### config.mk
export PLATFORM = sky130hd
export DESIGN_NAME = nrps_host
export DESIGN_NICKNAME = d
export VERILOG_FILES = /design/src/rtl/nrps_pkg.sv /design/src/rtl/nrps_host.sv
export SDC_FILE = /design/constraint.sdc
export NUM_CORES = 1
export LEC_CHECK = 0
export BUFFER_PORTS_ARGS = -buffer_cell sky130_fd_sc_hd__buf_2
export CAP_MARGIN = 40
export CORE_MARGIN = 1
export CORE_UTILIZATION = 64
export CTS_CLUSTER_SIZE = 28
export DETAILED_ROUTE_END_ITERATION = 6
export PLACE_DENSITY = 0.88
export SLEW_MARGIN = 10
export SYNTH_ARGS = -nofsm -noshare
export SYNTH_HDL_FRONTEND = slang
export SYNTH_SLANG_ARGS = --single-unit
export TNS_END_PERCENT = 1
### constraint.sdc
create_clock -name clk -period 6.16 [get_ports clk]
set_clock_uncertainty 0.2 [all_clocks]
set_input_delay 0.308 -clock clk [delete_from_list [all_inputs] [get_ports clk]]
set_output_delay 0.308 -clock clk [all_outputs]
set_load 0.005 [all_outputs]
### src/rtl/nrps_pkg.sv
// nrps_pkg: command bytes, register map, timing and op decode for the nand host sequencer
package nrps_pkg;
  localparam int         CLK_MHZ  = 200;
  localparam int         T_SU_NS  = 5;
  localparam int         T_WP_NS  = 15;
  localparam int         T_WH_NS  = 10;
  localparam int         T_REA_NS = 20;
  localparam int         T_WHR_NS = 60;
  localparam int         T_WB_NS  = 100;
  localparam int         SYNC_CYC = 2;
  localparam logic [7:0] SU_CYC   = 8'((T_SU_NS * CLK_MHZ + 999) / 1000);
  localparam logic [7:0] WP_CYC   = 8'((T_WP_NS * CLK_MHZ + 999) / 1000);
  localparam logic [7:0] WH_CYC   = 8'((T_WH_NS * CLK_MHZ + 999) / 1000);
  localparam logic [7:0] RP_CYC   = 8'((T_REA_NS * CLK_MHZ + 999) / 1000 + SYNC_CYC + 1);
  localparam logic [7:0] WHR_CYC  = 8'((T_WHR_NS * CLK_MHZ + 999) / 1000);
  localparam logic [7:0] TWB_CYC  = 8'((T_WB_NS * CLK_MHZ + 999) / 1000);
  // command bytes
  localparam logic [7:0] C_READ = 8'h00, C_READ_GO = 8'h30, C_CREAD = 8'h31, C_CLAST = 8'h3F;
  localparam logic [7:0] C_MREAD = 8'h60, C_LOAD = 8'h80, C_LOAD2 = 8'h81, C_COL = 8'h85;
  localparam logic [7:0] C_PROG = 8'h10, C_PLANE = 8'h11, C_CPROG = 8'h15;
  localparam logic [7:0] C_STAT = 8'h70, C_STAT2 = 8'hF1;
  // register map and fields
  localparam logic [7:0] R_CTRL = 8'h00, R_STATUS = 8'h04, R_COL = 8'h08, R_PAGE = 8'h0C;
  localparam logic [7:0] R_PAGE2 = 8'h10, R_DATA = 8'h14, R_CFG = 8'h18;
  localparam int         CTRL_GO = 4, CFG_WP = 0;
  localparam int         ST_BUSY = 0, ST_READY = 1, ST_REFUSED = 2, ST_CPROG = 3, ST_PLANE = 4, ST_COL = 18;
  localparam int         COL_W = 14, PAGE_W = 19, BLK_LSB = 6;

  typedef enum logic [3:0] {
    OP_READ, OP_READ_PON, OP_CACHE_READ, OP_CACHE_LAST, OP_MREAD_HALF, OP_MREAD_GO,
    OP_PROG_LOAD, OP_COL_CHANGE, OP_PROG_CONFIRM, OP_PROG_PLANE1, OP_PROG_PLANE2,
    OP_CACHE_PROG, OP_STATUS, OP_STATUS2, OP_DATA_IN, OP_DATA_OUT
  } nrps_op_t;

  typedef enum logic [2:0] {S_IDLE, S_C1, S_ADDR, S_C2, S_TWB, S_RDY, S_DIN, S_DOUT} nrps_st_t;

  typedef struct packed {
    logic       c1;
    logic [7:0] b1;
    logic [2:0] na;
    logic       p2;
    logic       c2;
    logic [7:0] b2;
    logic       wt;
    logic       din;
    logic       dout;
  } nrps_dec_t;

  // pin sequence of each op: first command, address count, second command, wait, data
  function automatic nrps_dec_t nrps_decode(nrps_op_t op);
    case (op)
      OP_READ:         return {1'h1, C_READ, 3'h5, 1'h0, 1'h1, C_READ_GO, 1'h1, 1'h0, 1'h0};
      OP_READ_PON:     return {1'h0, C_READ, 3'h5, 1'h0, 1'h1, C_READ_GO, 1'h1, 1'h0, 1'h0};
      OP_CACHE_READ:   return {1'h1, C_CREAD, 3'h0, 1'h0, 1'h0, 8'h00, 1'h1, 1'h0, 1'h0};
      OP_CACHE_LAST:   return {1'h1, C_CLAST, 3'h0, 1'h0, 1'h0, 8'h00, 1'h1, 1'h0, 1'h0};
      OP_MREAD_HALF:   return {1'h1, C_MREAD, 3'h5, 1'h0, 1'h0, 8'h00, 1'h0, 1'h0, 1'h0};
      OP_MREAD_GO:     return {1'h1, C_MREAD, 3'h5, 1'h1, 1'h1, C_READ_GO, 1'h1, 1'h0, 1'h0};
      OP_PROG_LOAD:    return {1'h1, C_LOAD, 3'h5, 1'h0, 1'h0, 8'h00, 1'h0, 1'h0, 1'h0};
      OP_COL_CHANGE:   return {1'h1, C_COL, 3'h2, 1'h0, 1'h0, 8'h00, 1'h0, 1'h0, 1'h0};
      OP_PROG_CONFIRM: return {1'h1, C_PROG, 3'h0, 1'h0, 1'h0, 8'h00, 1'h1, 1'h0, 1'h0};
      OP_PROG_PLANE1:  return {1'h1, C_PLANE, 3'h0, 1'h0, 1'h0, 8'h00, 1'h1, 1'h0, 1'h0};
      OP_PROG_PLANE2:  return {1'h1, C_LOAD2, 3'h5, 1'h1, 1'h0, 8'h00, 1'h0, 1'h0, 1'h0};
      OP_CACHE_PROG:   return {1'h1, C_CPROG, 3'h0, 1'h0, 1'h0, 8'h00, 1'h1, 1'h0, 1'h0};
      OP_STATUS:       return {1'h1, C_STAT, 3'h0, 1'h0, 1'h0, 8'h00, 1'h0, 1'h0, 1'h1};
      OP_STATUS2:      return {1'h1, C_STAT2, 3'h0, 1'h0, 1'h0, 8'h00, 1'h0, 1'h0, 1'h1};
      OP_DATA_IN:      return {1'h0, 8'h00, 3'h0, 1'h0, 1'h0, 8'h00, 1'h0, 1'h1, 1'h0};
      default:         return {1'h0, 8'h00, 3'h0, 1'h0, 1'h0, 8'h00, 1'h0, 1'h0, 1'h1};
    endcase
  endfunction : nrps_decode

  // next state after a stage; lvl 0 start, 1 after command, 2 after address, 3 after confirm
  function automatic nrps_st_t seq_next(nrps_dec_t d, logic [1:0] lvl);
    if (lvl == 2'h0 && d.c1) return S_C1;
    if (lvl <= 2'h1 && d.na != 3'h0) return S_ADDR;
    if (lvl <= 2'h2 && d.c2) return S_C2;
    if (d.wt) return S_TWB;
    if (d.din) return S_DIN;
    if (d.dout) return S_DOUT;
    return S_IDLE;
  endfunction : seq_next
endpackage : nrps_pkg

### src/rtl/nrps_host.sv
// nrps_host: apb-controlled host sequencer driving a nand flash over its pins
//
// The APB interface to the registers and the address map were left to the implementer.
`timescale 1ns/1ps
`default_nettype none
module nrps_host import nrps_pkg::*; (
  // clock and reset
  input  wire logic        clk,
  input  wire logic        rstn,
  // apb slave
  input  wire logic        psel,
  input  wire logic        penable,
  input  wire logic        pwrite,
  input  wire logic [7:0]  paddr,
  input  wire logic [31:0] pwdata,
  output logic      [31:0] prdata,
  output logic             pready,
  output logic             pslverr,
  // nand pins
  output logic             ce_n,
  output logic             cle,
  output logic             ale,
  output logic             we_n,
  output logic             read_strobe_n,
  output logic             wp_n,
  output logic      [7:0]  io_out,
  output logic             io_oe_n,
  input  wire logic [7:0]  io_in,
  input  wire logic        ready_busy_n
);
  nrps_st_t           st_q, st_d;
  nrps_op_t           op_q, op_d, wop;
  nrps_dec_t          dec, ndec;
  logic [1:0]         ph_q, ph_d;
  logic [7:0]         tc_q, tc_d, lim, abyte, io_q, io_d, rdb_q, rdb_d, wdat_q, wdat_d;
  logic [2:0]         ai_q, ai_d;
  logic               ce_n_q, ce_n_d, cle_q, cle_d, ale_q, ale_d, we_n_q, we_n_d;
  logic               re_n_q, re_n_d, oe_n_q, oe_n_d, wp_n_q;
  logic [COL_W-1:0]   col_q, col_d, colp_q, colp_d;
  logic [PAGE_W-1:0]  page_q, page_d, page2_q, page2_d, pg;
  logic [PAGE_W-1-BLK_LSB:0] rblk_q, rblk_d, pblk_q, pblk_d;
  logic               rdrun_q, rdrun_d, cprog_q, cprog_d, plane_q, plane_d;
  logic               wpen_q, wpen_d, refused_q, refused_d;
  logic               pready_q, pready_d, pslverr_q, pslverr_d;
  logic [31:0]        prdata_q, prdata_d, rd, stw;
  logic               acc, wr, idle, go, bad, rej, clr_ref, busy_wr, step_end, map;
  logic               rb_m_q, rb_s_q;
  logic [7:0]         io_m_q, io_s_q;

  assign prdata        = prdata_q;
  assign pready        = pready_q;
  assign pslverr       = pslverr_q;
  assign ce_n          = ce_n_q;
  assign cle           = cle_q;
  assign ale           = ale_q;
  assign we_n          = we_n_q;
  assign read_strobe_n = re_n_q;
  assign wp_n          = wp_n_q;
  assign io_out        = io_q;
  assign io_oe_n       = oe_n_q;

  // pin inputs cross into the clk domain through two stages
  always_ff @(posedge clk or negedge rstn) begin
    if (!rstn) begin
      rb_m_q <= 1'h0;
      rb_s_q <= 1'h0;
      io_m_q <= 8'h00;
      io_s_q <= 8'h00;
    end else begin
      rb_m_q <= ready_busy_n;
      rb_s_q <= rb_m_q;
      io_m_q <= io_in;
      io_s_q <= io_m_q;
    end
  end

  // apb slave: one wait state, writes land at the edge that samples pready
  always_comb begin
    pready_d  = psel && penable && !pready_q;
    acc       = psel && penable && pready_q;
    wr        = acc && pwrite;
    idle      = st_q == S_IDLE;
    go        = wr && paddr == R_CTRL && pwdata[CTRL_GO];
    wop       = nrps_op_t'(pwdata[3:0]);
    clr_ref   = wr && paddr == R_STATUS && pwdata[ST_REFUSED];
    map       = paddr <= R_CFG && paddr[1:0] == 2'h0;
    col_d     = col_q;
    page_d    = page_q;
    page2_d   = page2_q;
    wdat_d    = wdat_q;
    wpen_d    = wpen_q;
    // address and data registers feed the pins mid-op, so they are frozen while busy
    busy_wr   = wr && !idle && map && paddr != R_CTRL && paddr != R_STATUS;
    if (wr && idle) begin
      case (paddr)
        R_COL:   col_d   = pwdata[COL_W-1:0];
        R_PAGE:  page_d  = pwdata[PAGE_W-1:0];
        R_PAGE2: page2_d = pwdata[PAGE_W-1:0];
        R_DATA:  wdat_d  = pwdata[7:0];
        R_CFG:   wpen_d  = pwdata[CFG_WP];
        default: ;
      endcase
    end
    // a refusal in the clearing cycle survives
    refused_d = (refused_q && !clr_ref) || busy_wr || rej;
    stw                       = 32'h0000_0000;
    stw[ST_BUSY]              = !idle;
    stw[ST_READY]             = rb_s_q;
    stw[ST_REFUSED]           = refused_q;
    stw[ST_CPROG]             = cprog_q;
    stw[ST_PLANE]             = plane_q;
    stw[ST_COL +: COL_W]      = colp_q;
    case (paddr)
      R_CTRL:   rd = {28'h0, op_q};
      R_STATUS: rd = stw;
      R_COL:    rd = {18'h0, col_q};
      R_PAGE:   rd = {13'h0, page_q};
      R_PAGE2:  rd = {13'h0, page2_q};
      R_DATA:   rd = {24'h0, rdb_q};
      R_CFG:    rd = {31'h0, wpen_q};
      default:  rd = 32'h0000_0000;
    endcase
    prdata_d  = pready_d ? rd : prdata_q;
    pslverr_d = pready_d && !map;
  end

  always_ff @(posedge clk or negedge rstn) begin
    if (!rstn) begin
      pready_q  <= 1'h0;
      pslverr_q <= 1'h0;
      prdata_q  <= 32'h0000_0000;
      col_q     <= '0;
      page_q    <= '0;
      page2_q   <= '0;
      wdat_q    <= 8'h00;
      wpen_q    <= 1'h0;
      refused_q <= 1'h0;
    end else begin
      pready_q  <= pready_d;
      pslverr_q <= pslverr_d;
      prdata_q  <= prdata_d;
      col_q     <= col_d;
      page_q    <= page_d;
      page2_q   <= page2_d;
      wdat_q    <= wdat_d;
      wpen_q    <= wpen_d;
      refused_q <= refused_d;
    end
  end

  // address byte order: column low, column high, then three page bytes
  always_comb begin
    pg = dec.p2 ? page2_q : page_q;
    case (ai_q)
      3'h0:    abyte = col_q[7:0];
      3'h1:    abyte = {2'h0, col_q[13:8]};
      3'h2:    abyte = pg[7:0];
      3'h3:    abyte = pg[15:8];
      default: abyte = {5'h00, pg[18:16]};
    endcase
  end

  // sequencer: each pin cycle is setup, strobe low, strobe high
  always_comb begin
    dec      = nrps_decode(op_q);
    ndec     = nrps_decode(wop);
    st_d     = st_q;
    op_d     = op_q;
    ph_d     = ph_q;
    tc_d     = tc_q + 8'h01;
    ai_d     = ai_q;
    cle_d    = 1'h0;
    ale_d    = 1'h0;
    we_n_d   = 1'h1;
    re_n_d   = 1'h1;
    oe_n_d   = 1'h1;
    io_d     = io_q;
    colp_d   = colp_q;
    rdb_d    = rdb_q;
    rblk_d   = rblk_q;
    pblk_d   = pblk_q;
    rdrun_d  = rdrun_q;
    cprog_d  = cprog_q;
    plane_d  = plane_q;
    case (ph_q)
      2'h0:    lim = (st_q == S_DOUT) ? WHR_CYC : SU_CYC;
      2'h1:    lim = (st_q == S_DOUT) ? RP_CYC : WP_CYC;
      default: lim = WH_CYC;
    endcase
    step_end = ph_q == 2'h2 && tc_q == lim - 8'h01;
    bad = (plane_q && wop != OP_STATUS && wop != OP_STATUS2 && wop != OP_PROG_PLANE2)
       || ((wop == OP_CACHE_READ || wop == OP_CACHE_LAST)
           && (!rdrun_q || page_q[PAGE_W-1:BLK_LSB] != rblk_q))
       || ((wop == OP_MREAD_GO || wop == OP_PROG_PLANE2)
           && (page_q[BLK_LSB-1:0] != page2_q[BLK_LSB-1:0]
               || page_q[BLK_LSB] == page2_q[BLK_LSB]))
       || ((wop == OP_MREAD_HALF || wop == OP_MREAD_GO) && wpen_q)
       || (wop == OP_PROG_LOAD && cprog_q && page_q[PAGE_W-1:BLK_LSB] != pblk_q);
    rej = go && (!idle || bad);
    case (st_q)
      S_IDLE: begin
        tc_d = 8'h00;
        ph_d = 2'h0;
        ai_d = 3'h0;
        if (go && !rej) begin
          op_d = wop;
          st_d = seq_next(ndec, 2'h0);
          if (wop == OP_READ || wop == OP_READ_PON) begin
            rdrun_d = 1'h1;
            rblk_d  = page_q[PAGE_W-1:BLK_LSB];
          end
          if (wop == OP_MREAD_HALF || wop == OP_MREAD_GO) rdrun_d = 1'h0;
          if (wop == OP_PROG_LOAD && !cprog_q) pblk_d = page_q[PAGE_W-1:BLK_LSB];
          if (wop == OP_CACHE_PROG) cprog_d = 1'h1;
          if (wop == OP_PROG_CONFIRM) cprog_d = 1'h0;
          if (wop == OP_PROG_PLANE1) plane_d = 1'h1;
          if (wop == OP_PROG_PLANE2) plane_d = 1'h0;
        end
      end
      S_C1, S_ADDR, S_C2, S_DIN: begin
        oe_n_d = 1'h0;
        cle_d  = st_q == S_C1 || st_q == S_C2;
        ale_d  = st_q == S_ADDR;
        we_n_d = ph_q != 2'h1;
        case (st_q)
          S_C1:    io_d = dec.b1;
          S_C2:    io_d = dec.b2;
          S_ADDR:  io_d = abyte;
          default: io_d = wdat_q;
        endcase
        if (tc_q == lim - 8'h01) begin
          tc_d = 8'h00;
          ph_d = (ph_q == 2'h2) ? 2'h0 : ph_q + 2'h1;
        end
        if (step_end) begin
          case (st_q)
            S_C1: st_d = seq_next(dec, 2'h1);
            S_ADDR: begin
              ai_d = ai_q + 3'h1;
              if (ai_q == dec.na - 3'h1) begin
                st_d   = seq_next(dec, 2'h2);
                colp_d = col_q;
              end
            end
            S_C2: st_d = seq_next(dec, 2'h3);
            default: begin
              colp_d = colp_q + 14'h0001;
              st_d   = S_IDLE;
            end
          endcase
        end
      end
      S_DOUT: begin
        re_n_d = ph_q != 2'h1;
        if (tc_q == lim - 8'h01) begin
          tc_d = 8'h00;
          ph_d = (ph_q == 2'h2) ? 2'h0 : ph_q + 2'h1;
          if (ph_q == 2'h1) rdb_d = io_s_q;
        end
        if (step_end) begin
          st_d = S_IDLE;
          if (op_q == OP_DATA_OUT) colp_d = colp_q + 14'h0001;
        end
      end
      // busy is not yet visible right after the confirm strobe
      S_TWB: if (tc_q == TWB_CYC - 8'h01) st_d = S_RDY;
      S_RDY: if (rb_s_q) st_d = S_IDLE;
      default: st_d = S_IDLE;
    endcase
    ce_n_d = st_d == S_IDLE;
  end

  always_ff @(posedge clk or negedge rstn) begin
    if (!rstn) begin
      st_q    <= S_IDLE;
      op_q    <= OP_READ;
      ph_q    <= 2'h0;
      tc_q    <= 8'h00;
      ai_q    <= 3'h0;
      ce_n_q  <= 1'h1;
      cle_q   <= 1'h0;
      ale_q   <= 1'h0;
      we_n_q  <= 1'h1;
      re_n_q  <= 1'h1;
      oe_n_q  <= 1'h1;
      wp_n_q  <= 1'h0;
      io_q    <= 8'h00;
      colp_q  <= '0;
      rdb_q   <= 8'h00;
      rblk_q  <= '0;
      pblk_q  <= '0;
      rdrun_q <= 1'h0;
      cprog_q <= 1'h0;
      plane_q <= 1'h0;
    end else begin
      st_q    <= st_d;
      op_q    <= op_d;
      ph_q    <= ph_d;
      tc_q    <= tc_d;
      ai_q    <= ai_d;
      ce_n_q  <= ce_n_d;
      cle_q   <= cle_d;
      ale_q   <= ale_d;
      we_n_q  <= we_n_d;
      re_n_q  <= re_n_d;
      oe_n_q  <= oe_n_d;
      wp_n_q  <= !wpen_q;
      io_q    <= io_d;
      colp_q  <= colp_d;
      rdb_q   <= rdb_d;
      rblk_q  <= rblk_d;
      pblk_q  <= pblk_d;
      rdrun_q <= rdrun_d;
      cprog_q <= cprog_d;
      plane_q <= plane_d;
    end
  end
endmodule : nrps_host
`default_nettype wire

Yosys cells after proc, flatten, opt, wreduce, memory -nomap -nowiden --
Memory sizes are Yosys's and may differ from the RTL's. Index checks and enable logic that the tools add are counted.
Storage, ports and cells: flip-flop bits (word level) 200, ROM bits 608, input port bits 54, output and inout port bits 49, memories 2
Memory list:
- (name not given) | depth 16, bits a word 19, read ports 1, clocked after Yosys merged registers in 0, wr ports 0, line nrps_pkg.sv:51 | case (op)
- (name not given) | depth 16, bits a word 19, read ports 1, clocked after Yosys merged registers in 0, wr ports 0, line nrps_pkg.sv:51
Cells by class: $add $sub $neg 6, order comparisons 1, eq/ne operators 48, muxes and demuxes 181, reduce and logical (&&, ||, !) cells 84
Operators with widths (number):
- 32-bit case mux with 7 select lines | 1
- 3-bit two-way mux | 53
- 1-bit two-way mux | 108
- 14-bit two-way mux | 4
- 14-bit case mux with 2 select lines | 2
- 8-bit by 5-bit == test with 1-bit output (second input constant) | 4
- 8-bit case mux with 4 select lines | 1
- 1-bit logical AND | 28
- 13-bit inequality test | 2
- 8-bit case mux with 3 select lines | 1
- 3-bit AND reduction | 7
- 4-bit == test (second input constant) | 5
- 19-bit two-way mux | 1
- 8-bit by 4-bit == test with 1-bit output (second input constant) | 2
- 8-bit case mux with 2 select lines | 1
- 3-bit case mux with 5 select lines | 1
- 14-bit by 1-bit adder with 14-bit output (second input constant) | 1
- 1-bit logical OR | 14
- 2-bit AND reduction | 7
- 3-bit by 2-bit == test with 1-bit output (second input constant) | 4
- 3-bit == test (second input constant) | 4
- 4-bit by 3-bit == test with 1-bit output (second input constant) | 3
- 4-bit inequality test (second input constant) | 3
- 2-bit nonzero test | 6
- other kinds (38) | 57

Depth between registers and ports, before layout --
Gate-level depths: netlist (run 1).
depth in word-level cells 48, depth in mapped cells 11, mapped depth without buffers 10

Worst setup path before layout (run 1) --
Ideal clock, no wire load.
path kind flip-flop to flip-flop, start register op_q[3], end register ce_n_q (netlist: ce_n), arrival 2.463 ns, data required time 5.881 ns, path slack 3.418 ns, cell stages (with the launch flop) 11, cells stage by stage dfrtp_1 -> clkbuf_1 -> nor3b_1 -> nor3_1 -> ha_1 -> xor2_1 -> nand4_1 -> o22a_1 -> nor4_1 -> o32a_1 -> and4bb_1
On the way: cells in the longest elaborated chain, start to end 18, elaborated cells on any way between the ends 94, classes of those cells 1 x add/sub; 1 x eq/ne; 89 x mux; 2 x reduce/logical; 1 x memory
RTL lines:
- start: declaration | line nrps_host.sv:32 | nrps_op_t op_q, op_d, wop;
- start signal: assignment | line nrps_host.sv:297 | op_q <= op_d;
- memory 16 x 19 bit (*)
- 1-bit two-way mux (2 in series) | line nrps_pkg.sv:78 | if (d.dout) return S_DOUT;
- 1-bit two-way mux | line nrps_pkg.sv:77 | if (d.din) return S_DIN;
- 1-bit two-way mux | line nrps_pkg.sv:76 | if (d.wt) return S_TWB;
- 1-bit two-way mux, on equally long branches | line nrps_host.sv:240, nrps_pkg.sv:75
- 1-bit two-way mux | line nrps_host.sv:236 | case (st_q)
- 1-bit two-way mux | line nrps_host.sv:235 | if (step_end) begin
- 1-bit two-way mux | line nrps_host.sv:200 | case (st_q)
- (+3 left out)
- 3-bit two-way mux | line nrps_pkg.sv:76
- 3-bit two-way mux, on equally long branches | line nrps_host.sv:240, nrps_pkg.sv:75
- 3-bit case mux with 3 select lines (*) | line nrps_host.sv:236
- 3-bit two-way mux (*) | line nrps_host.sv:235
- 3-bit case mux with 5 select lines (*) | line nrps_host.sv:200
- net st_d[0] | line nrps_host.sv:31 | nrps_st_t st_q, st_d;
- 3-bit logical NOT (*) | line nrps_host.sv:270 | ce_n_d = st_d == S_IDLE;
- net ce_n_d | line nrps_host.sv:37 | logic ce_n_q, ce_n_d, cle_q, cle_d, ale_q, ale_d, we_n_q, we_n_d;
- end signal: assignment | line nrps_host.sv:301 | ce_n_q <= ce_n_d;
- end: declaration | line nrps_host.sv:37
The timed path passes the listed nets; every way through them passes the cells marked *. The select of a mux whose other input is x is not followed. A chain may end at the register's enable or synchronous reset.

Worst setup path in the final report (run 1) --
start register st_q[1], end register colp_q[11]
On the way: cells in the longest elaborated chain, start to end 8, elaborated cells on any way between the ends 23, classes of those cells 1 x add/sub; 11 x eq/ne; 6 x mux; 5 x reduce/logical
RTL lines:
- start: declaration | line nrps_host.sv:31
- start signal: assignment | line nrps_host.sv:296 | st_q <= st_d;
- 3-bit == test | line nrps_host.sv:186, nrps_host.sv:187, nrps_host.sv:200
- 4-bit two-way mux / 3-bit two-way mux (equally long branches) | line nrps_host.sv:186, nrps_host.sv:187
- 4-bit case mux with 2 select lines | line nrps_host.sv:185 | case (ph_q)
- 8-bit by 1-bit subtractor with 8-bit output | line nrps_host.sv:190 | step_end = ph_q == 2'h2 && tc_q == lim - 8'h01;
- 8-bit == test | line nrps_host.sv:190
- 1-bit logical AND | line nrps_host.sv:190
- 2-bit inequality test (no line)
- 6-bit AND reduction (no line)
- end signal: assignment | line nrps_host.sv:309 | colp_q <= colp_d;
- end: declaration | line nrps_host.sv:39 | logic [COL_W-1:0] col_q, col_d, colp_q, colp_d;
Several ways; a longest one is shown, not always the timed one. The select of a mux whose other input is x is not followed.

==> results of run 1 <==
[worst max-delay path, stage by stage (launching register included)]
cell      delay (ns)
dfrtp_1         0.96
nor2b_1         0.42
nand2_1         0.57
inv_1           0.66
a211oi_2        0.23
buf_4           0.25
a21oi_1         0.14
a21oi_1         0.06
[layout make-up]
| class | count | area, µm² | area share (%) |
|---|---|---|---|
| Clock inverter | 14 | 133 | 1.17 |
| Inverter | 21 | 78.8 | 0.693 |
| Multi-Input combinational cell | 636 | 4660 | 41.0 |
| Timing Repair Buffer | 122 | 790 | 6.94 |
| Tap cell | 211 | 264 | 2.32 |
| Clock buffer | 18 | 439 | 3.86 |
| Sequential cell | 200 | 5010 | 44.0 |
[cells in the mapped netlist, drive strengths merged, types with 11 or more instances]
cell	instances
clkbuf	42
a22o	21
xnor2	28
a22oi	11
o21ai	62
mux2i	14
buf	22
a222oi	11
nand3	14
nor4	11
inv	21
nand2	78
nor2	61
a21oi	51
dfrtp	196
xor2	13
nand4	15
mux2	122
ha	12
[cell families (layout without fill, tap and decap cells)]
kind of cell | Yosys count | in the layout | share of synthesized area, %
and+or+nand+nor | 237 | 237 | 11.9
AOI/OAI and AO/OA | 207 | 207 | 13.7
DFF | 200 | 200 | 49.9
xor gates and xnor gates | 41 | 41 | 3.58
adders and majority gates | 12 | 12 | 1.50
muxes | 139 | 139 | 15.8
buffers and inverters | 85 | 175 | 3.69
[power groups by stage]
stage / clock (mW) / sequential, mW / combinational, mW
CTS: 1.09 / 1.34 / 0.123
finish: 1.08 / 1.34 / 0.123
global route: 1.14 / 1.34 / 0.137
floorplan: 0 / 1.36 / 0.0464
global placement: 0 / 1.37 / 0.107
detailed placement: 0 / 1.37 / 0.111
[final timing paths]
kind	start	to	slack [ns]	cells after the start
max	st_q[1]	colp_q[11]	2.54	7
min	pwdata[4]	col_q[4]	0.03	2
max reg2reg	st_q[1]	colp_q[11]	2.54	7
min reg2reg	io_m_q[6]	io_s_q[6]	0.14	0
max in group asynchronous	rstn	rblk_q[5]	4.27	3
min in group asynchronous	rstn	tc_q[0]	0.25	2
[what timing repair did]
item | 4_1_cts | 5_1_grt
gates resized for setup | 0 | 0
hold endpoints to repair | 123 | 0
hold buffers | 24 | 0
[metrics by stage]
step / setup slack, ns / instance area, µm² / util [%] / hold slack [ns] / cells
CTS: 2.61 / 11400 / 74.6 / 0.00769 / 1222
detailed placement: 2.67 / 10600 / 69.2 / 0.135 / 1166
global route: 2.33 / 11400 / 74.6 / 0.0203 / 1222
global placement: 2.43 / 10500 / 68.8 / 0.131 / 1161
floorplan: 3.42 / 10000 / - / -0.188 / 921
finish: 2.54 / 11400 / 74.6 / 0.0276 / 1222
[sequential cells by signal (all words and copies together) (netlist names), 13 cells and up]
signal	cells
page2_q	19
prdata	32
pblk_q	13
colp_q	14
page_q	19
rblk_q	13
col_q	14
[routing by layer]
layer	vias up	global-route usage, %	wire, µm
li1	3503	-	-
met1	3877	44.6	10500
met2	361	51.3	12000
met3	69	7.12	1860
met4	0	15.0	881
met5	-	0	0
==> results.ini, run 1 <==
[run_status]
status = finished clean

[routing]
postRouteAntennaNets = 0
post-route-drc-count = 0
avgRoutedWirePerCell_um = 20.7
wl_um = 25300
vias_per_cell = 6.39
num_vias = 7810
dr.first_iter.drc_count = 868
drtPass1Iterations = 5

[yosys]
synth_cell_types = 70
synth-edff-count = 0
postSynthCellCount = 921
synthArstFlopShare_pct = 100
synth_top_area_share_pct = 48.9
ys_ff_latch = 200
synth_largest_area_cell = dfrtp_1
synth_ff_type = dfrtp_1
syn-num-nets = 987
avgSynthCellArea_um2 = 10.9
synth_area_mm2 = 0.0100
ys_warn_count = 0
synth_seq_area_share_pct = 49.9
ys_top_cells_by_area = dfrtp_1 49%, mux2_2 13%, o21ai_0 3.0%, nand2_1 2.9%, a21oi_1 2.5%

[final_layout]
area_growth_pct = 13.4
final_common_cell = dfrtp_1
final_nets = 1064
final_cell_mix = 196 x dfrtp_1, 112 x mux2_2, 88 x buf_2
num_antenna_cells = 0
drive_above_1_share_pct = 26.2
fill_cells = 994

[critical_path]
startpoint_type = flip-flop
cp-end-kind = flip-flop
cp.required_ns = 6.28
path_class = reg2reg
worstPathArrival_ns = 3.74
crit_fanout = 31

[global_routing]
grt_pass1_vias = 7575
grt_pass1_wl_um = 40600
grt_usage_pct = 32.9
grt_remaining_overflow = 0
grt_start_max_net_pins = 81
antenna_found_initial = 0

[power]
pwr-share-comb_pct = 4.8
pwr-share-seq_pct = 52.8
power.total_mw = 2.54
ir_drop_mv = 0.235
swShare_pct = 24.4
internal-power_mw = 1.92
leakage_nw = 5.38
powerDensity_mw_per_mm2 = 224
power.share.clock_pct = 42.4
power_switching_uw = 622

[clock_network]
post_cts.repair.setup_buffers = 0
cts_made_buffers = 17
htreeDepth = 4
cts_tree = yes
clk_pin_slew_ns = 0.07
clk_latency_ns = 0.45
cts_num_sinks = 200
cts-root-buf = clkbuf_16
ctsLongestPathBuffers = 2

[worst_hold_path]
hold_path.class = in2reg

[floorplanning]
ios = 103
die_y_um = 127
dieArea_mm2 = 0.0162
core.rowCount = 45
core_mm2 = 0.0153
initial_core_util_pct = 65.7
dieWidth_um = 127

[placed_design]
gp_congestion = 0.941
io_buffers = 89
post-dp-hpwl_um = 17000

[timing]
setup_viol = 0
fin_setup_tns_ns = 0
rsz0062_at_grt = false
slew_violations = 0
worstMarginPinSlew_ns = 0.917
fmax_mhz = 277
relSlewSlack_pct = 37.3
finalHoldViolCount = 0
post-route-period-util_pct = 58.7
layout_min_cycle_time_ns = 3.62

[run]
maxCapViolations = 0

Note: power is estimated with default switching activity, not from simulation.
==> inputs of run 2 (changes only) <==
--- a/config.mk
+++ b/config.mk
@@ -5,13 +5,14 @@
 export SDC_FILE = /design/constraint.sdc
 export NUM_CORES = 1
 export LEC_CHECK = 0
+export ABC_AREA = 1
 export BUFFER_PORTS_ARGS = -buffer_cell sky130_fd_sc_hd__buf_2
 export CAP_MARGIN = 40
 export CORE_MARGIN = 1
-export CORE_UTILIZATION = 64
+export CORE_UTILIZATION = 54
 export CTS_CLUSTER_SIZE = 28
 export DETAILED_ROUTE_END_ITERATION = 6
-export PLACE_DENSITY = 0.88
+export PLACE_DENSITY = 0.79
 export SLEW_MARGIN = 10
 export SYNTH_ARGS = -nofsm -noshare
 export SYNTH_HDL_FRONTEND = slang
==> constraint.sdc (replaced) <==
create_clock -name clk -period 3.3 [get_ports clk]
set_clock_uncertainty 0.2 [all_clocks]
set_input_delay 0.165 -clock clk [delete_from_list [all_inputs] [get_ports clk]]
set_output_delay 0.165 -clock clk [all_outputs]
set_load 0.005 [all_outputs]
==> run 2 against run 1 <==
The run now ends with design-rule violations left. Flip-flop and latch count did not move. Clock-buffer cell count rose by 1. Sequential power rose by 110%. Sequential share of layout area fell by 1.3 points. Wire length rose by 9.4%. Power rose to 2.6 times the previous value. Register-to-register slack got worse by 2.2 ns. Core utilization fell by 10 points. Maximum frequency rose by 23%. Via count rose by 17%. Synthesized cell count rose by 36%. Design area rose by 3.1%.
==> results.ini, run 2 <==
[yosys]
ys_top_cells_by_area = dfrtp_1 48%, nand2_1 13%, o21ai_0 7.8%, inv_1 5.2%, nor2_1 3.5%
avgSynthCellArea_um2 = 8.15
syn-num-nets = 1314
synth_area_mm2 = 0.0102
synth_largest_area_cell = dfrtp_1
postSynthCellCount = 1248
synth_top_area_share_pct = 48.2
synth-edff-count = 0
synth_ff_type = dfrtp_1
synth_seq_area_share_pct = 49.3
synth_cell_types = 49
yosysMostFrequentCell = nand2_1
ys_ff_latch = 200
ys_warn_count = 0
synthArstFlopShare_pct = 100
synth_commonest_cells = 356 x nand2_1, 196 x dfrtp_1, 158 x o21ai_0

[clock_network]
cts_num_sinks = 200
cts_resized = 0
ctsLongestPathBuffers = 2
cts_made_buffers = 17
cts-root-buf = clkbuf_16
htreeDepth = 4
clk_latency_ns = 0.45
cts_tree = yes
clk_pin_slew_ns = 0.07

[floorplanning]
dieWidth_um = 139
initial_core_util_pct = 55.9
ios = 103
die_y_um = 139
dieArea_mm2 = 0.0194
core.rowCount = 49
core_mm2 = 0.0182

[critical_path]
startpoint_type = flip-flop
path_class = reg2reg
reg2reg_slack_ns = 0.35
cp-end-kind = flip-flop
cp.required_ns = 3.47
crit_fanout = 22
r2r_start = op_q[2]
worstPathArrival_ns = 3.12
r2r_cells = 13
worst_r2r_endpoint = colp_q[8]

[run_status]
violations = design-rule violations
status = finished, violations left

[timing]
rsz0062_at_grt = false
layout_min_cycle_time_ns = 2.95
worstMarginPinSlew_ns = 0.829
slew_violations = 0
fin_setup_tns_ns = 0
post-route-period-util_pct = 89.3
finalHoldViolCount = 0
relSlewSlack_pct = 44.6
setup_viol = 0
fmax_mhz = 340

[worst_hold_path]
hold_path.class = in2reg
min_to = col_q[4]
min_path_cells = 3
worstHoldStart = pwdata[4]

[final_layout]
final_cell_mix = 356 x nand2_1, 196 x dfrtp_1, 158 x o21ai_0
drive_above_1_share_pct = 15.1
num_antenna_cells = 0
final_common_cell = nand2_1
largest_reg_flops = 32
area_growth_pct = 15.4
final_nets = 1430

[power]
power.total_mw = 6.53
leakage_nw = 5.79
ir_drop_mv = 0.420
powerDensity_mw_per_mm2 = 557

[routing]
avgRoutedWirePerCell_um = 17.2
drtPass1Iterations = 7
postRouteAntennaNets = 0
wl_um = 27700
vias_per_cell = 5.67
dr.first_iter.drc_count = 852
num_vias = 9101
post-route-drc-count = 7

[placed_design]
post-dp-hpwl_um = 19900
gp_congestion = 0.961
io_buffers = 89

[run]
maxCapViolations = 0

[global_routing]
grt_pass1_wl_um = 44900
grt_usage_pct = 29.8
antenna_found_initial = 0
grt_remaining_overflow = 0
grt_pass1_vias = 8631
grt_start_max_net_pins = 83

## run 2: cell count changes after synthesis, moves of 14 or more
cell and delta:
nand2_1 +279, mux2i_1 -14, o21ai_2 +24, clkbuf_1 -14, mux2_2 -105, a22o_1 -21
a21oi_1 -18, nor2_1 +34, xnor2_1 -15, o21ai_0 +97, nand3_1 +27, inv_1 +119
## run 2: final cells by class
cell class,count,area (µm²)
fill,1526,6480
sequential,200,5010
multi-input combinational,859,4380
timing repair buffer,133,875
inverter,153,578
clock buffer,19,453
tap,229,287
clock inverter,13,154
## run 2: critical path, cell delays in order (launching register included)
cell,delay (ns)
dfrtp_1,0.47
inv_2,0.16
nand3_1,0.09
nand2_1,0.15
nand2_1,0.12
ha_1,0.32
xnor2_1,0.13
nor2_1,0.13
nand2_1,0.08
a21oi_1,0.23
nand3_4,0.15
clkinv_2,0.34
o21ai_0,0.15
a21oi_1,0.15
## run 2: logic make-up after synthesis
| kind of cell | count (synthesis) | synth area share, % |
|---|---|---|
| adders and majority gates | 12 | 1.48 |
| DFF | 200 | 49.3 |
| and+or+nand+nor | 544 | 22.7 |
| xor gates and xnor gates | 24 | 2.07 |
| muxes | 7 | 0.775 |
| AOI/OAI and AO/OA | 272 | 16.0 |
| buffers and inverters | 189 | 7.70 |
## run 2: worst max-delay path by stage
stage	from	to	slack (ns)	cells past startpoint
5_1_grt	op_q[2]	colp_q[8]	0.07	13
4_1_cts	op_q[2]	colp_q[8]	0.36	13
6_report	op_q[2]	colp_q[8]	0.35	13
3_5_place_dp	op_q[2]	colp_q[8]	0.39	13
3_3_place_gp	op_q[2]	colp_q[8]	0.47	13
2_1_floorplan	op_q[2]	colp_q[0]	0.91	13
## run 2: what timing repair did
item	CTS	global route
endpoints found under the hold margin	149	0
hold buffers	31	0
buffers inserted	0	0
endpoints found under the setup margin	0	0
## run 2: routing by layer
layer | wire, µm | vias up | global-route usage (%)
met3 | 2190 | 63 | 5.82
met4 | 892 | 0 | 12.5
met1 | 11500 | 4342 | 39.7
met5 | 0 | - | 0
li1 | - | 4293 | -
met2 | 13100 | 403 | 47.9
## run 2: power by group
part	internal [mW]	total, mW	switching (mW)
combinational	0.498	1.60	1.10
clock	1.12	2.14	1.02
sequential	2.64	2.79	0.152
total	4.25	6.53	2.28
## run 2: stage by stage
step | worst slack (ns) | hold WS [ns] | instances | instance area (µm²) | utilization [%]
after floorplan | 0.906 | -0.331 | 1248 | 10200 | -
after global placement | 0.472 | 0.0379 | 1543 | 10800 | 59.4
after detailed placement | 0.386 | 0.0500 | 1543 | 10800 | 59.4
after CTS | 0.363 | 0.0123 | 1606 | 11700 | 64.4
after global routing | 0.0727 | 0.0675 | 1606 | 11700 | 64.4
final | 0.355 | 0.0169 | 1606 | 11700 | 64.4
==> inputs of run 3 (changes only) <==
--- a/config.mk
+++ b/config.mk
@@ -9,10 +9,11 @@
 export BUFFER_PORTS_ARGS = -buffer_cell sky130_fd_sc_hd__buf_2
 export CAP_MARGIN = 40
 export CORE_MARGIN = 1
-export CORE_UTILIZATION = 54
+export CORE_UTILIZATION = 45
 export CTS_CLUSTER_SIZE = 28
 export DETAILED_ROUTE_END_ITERATION = 6
-export PLACE_DENSITY = 0.79
+export PLACE_DENSITY = 0.68
+export SETUP_SLACK_MARGIN = 0.4
 export SLEW_MARGIN = 10
 export SYNTH_ARGS = -nofsm -noshare
 export SYNTH_HDL_FRONTEND = slang
==> run 3 against run 2 <==
The run still ends with design-rule violations left. Critical endpoint is now colp_q[7]. Critical path depth is the same. Worst hold slack gained 0.030 ns. Via count shrank 2.4%. Sequential share of layout area shrank 0.28 points. First-iteration DRC count shrank 15%. Global-route usage shrank 3.9 points. Combinational power is essentially flat. Flip-flop and latch count is the same. Maximum frequency grew 8.7%.
==> results.ini, run 3 (synthesis gave the netlist of run 2 again) <==
[routing]
wl_um = 28500
dr.first_iter.drc_count = 724
postRouteAntennaNets = 0
avgRoutedWirePerCell_um = 17.2
vias_per_cell = 5.36
num_vias = 8881
drtPass1Iterations = 7
post-route-drc-count = 9

[final_layout]
final_nets = 1431
final_cell_mix = 355 x nand2_1, 196 x dfrtp_1, 158 x o21ai_0
area_growth_pct = 16.1
fill_cells = 2085
drive_above_1_share_pct = 15.1
largest_reg_flops = 32
final_common_cell = nand2_1
num_antenna_cells = 0

[clock_network]
htreeDepth = 4
clk_latency_ns = 0.44
cts_num_sinks = 200
cts_made_buffers = 17
clk_pin_slew_ns = 0.07
cts_tree = yes
ctsLongestPathBuffers = 2
cts-root-buf = clkbuf_16

[critical_path]
startpoint_type = flip-flop
crit_fanout = 22
crit_chain = inv_2 > nand3_1 > nand2_1 > nand2_1 > ha_1 > xnor2_1 > nor2_1 > nand2_1 > a21oi_2 > nand3_4 > clkinv_8 > o21ai_0 > a21oi_1
critical-path-slowest-cell = dfrtp_1
cp-end-kind = flip-flop
path_class = reg2reg
crit_buf_inv = 2
cp_slowest_stage_delay_ns = 0.45
crit_family = simple AND/OR/NAND/NOR gates
crit_path_frequent_cell = nand2_1
worstPathArrival_ns = 2.88
cp.required_ns = 3.47

[floorplanning]
initial_core_util_pct = 46.3
ios = 103
die_y_um = 152
core_mm2 = 0.0220
dieWidth_um = 152
core.rowCount = 54
dieArea_mm2 = 0.0232

[global_routing]
grt_usage_pct = 25.9
grt_pass1_wl_um = 46500
grt_pass1_vias = 8599
grt_start_max_net_pins = 92
grt_remaining_overflow = 0
antenna_found_initial = 0

[timing]
fin_hold_ws_ns = 0.0465
setup_viol = 0
layout_min_cycle_time_ns = 2.71
rsz0062_at_grt = true
fmax_mhz = 369
worstMarginPinSlew_ns = 0.855
finalHoldViolCount = 0
relSlewSlack_pct = 42.9
post-route-period-util_pct = 82.1
slew_violations = 0
fin_setup_tns_ns = 0
worst_slack_ns = 0.591

[placed_design]
post-dp-hpwl_um = 20900
io_buffers = 89
dp_slack_ns = 0.384
gp_congestion = 0.979

[power]
power.total_mw = 6.49
ir_drop_mv = 0.333
powerDensity_mw_per_mm2 = 550
leakage_nw = 5.78

[worst_hold_path]
hold_path.class = in2reg

[run_status]
violations = design-rule violations
status = finished, violations left

[run]
maxCapViolations = 0

run 3: worst paths after layout:
| check | from | end | slack, ns | depth (start not counted) |
|---|---|---|---|---|
| setup / recovery | op_q[2] | colp_q[7] | 0.59 | 13 |
| hold / removal | pwdata[4] | col_q[4] | 0.05 | 3 |
| setup reg to reg | op_q[2] | colp_q[7] | 0.59 | 13 |
| hold reg to reg | io_m_q[7] | io_s_q[7] | 0.15 | 0 |
| max in group asynchronous | rstn | col_q[3] | 1.95 | 3 |
| min in group asynchronous | rstn | io_out[5] | 0.15 | 2 |
run 3: per-layer routing:
layer	share of wire (%)	wire [µm]	GRT usage [%]
met5	0	0	0
met4	2.5	720	8.36
met3	7.7	2190	6.68
met2	47	13400	41.6
met1	43	12200	34.4
run 3: metrics by stage:
stage | utilization (%) | std cells | instance area [µm²]
3_5_place_dp | 49.6 | 1594 | 10900
2_1_floorplan | - | 1248 | 10200
6_report | 53.8 | 1657 | 11800
5_1_grt | 53.8 | 1657 | 11800
3_3_place_gp | 49.6 | 1594 | 10900
4_1_cts | 53.7 | 1657 | 11800
run 3: area by class of cell:
class | count | area [µm²] | area share (%)
multi-input cells | 859 | 4390 | 37.2
inverters | 153 | 589 | 4.99
flip-flops and latches | 200 | 5010 | 42.4
repair buffers | 134 | 897 | 7.60
clock buffers | 19 | 443 | 3.75
well taps | 280 | 350 | 2.97
clock inverters | 12 | 134 | 1.13
run 3: report_power, final:
part           internal [mW]  switching, mW
combinational          0.515           1.11
clock                   1.09          0.986
sequential              2.64          0.161
run 3: what timing repair did:
item,CTS,global route
setup endpoints to repair,2,31
resized for setup,1,5
endpoints found under the hold margin,153,0
pin swaps,0,0
buffers inserted,0,0
hold buffers,32,0
run 3: worst register-to-register path, stage by stage (launching register included):
cell and delay (ns):
dfrtp_1 0.45, inv_2 0.15, nand3_1 0.09, nand2_1 0.16, nand2_1 0.13, ha_1 0.33
xnor2_1 0.13, nor2_1 0.13, nand2_1 0.10, a21oi_2 0.17, nand3_4 0.17, clkinv_8 0.17
o21ai_0 0.11, a21oi_1 0.14
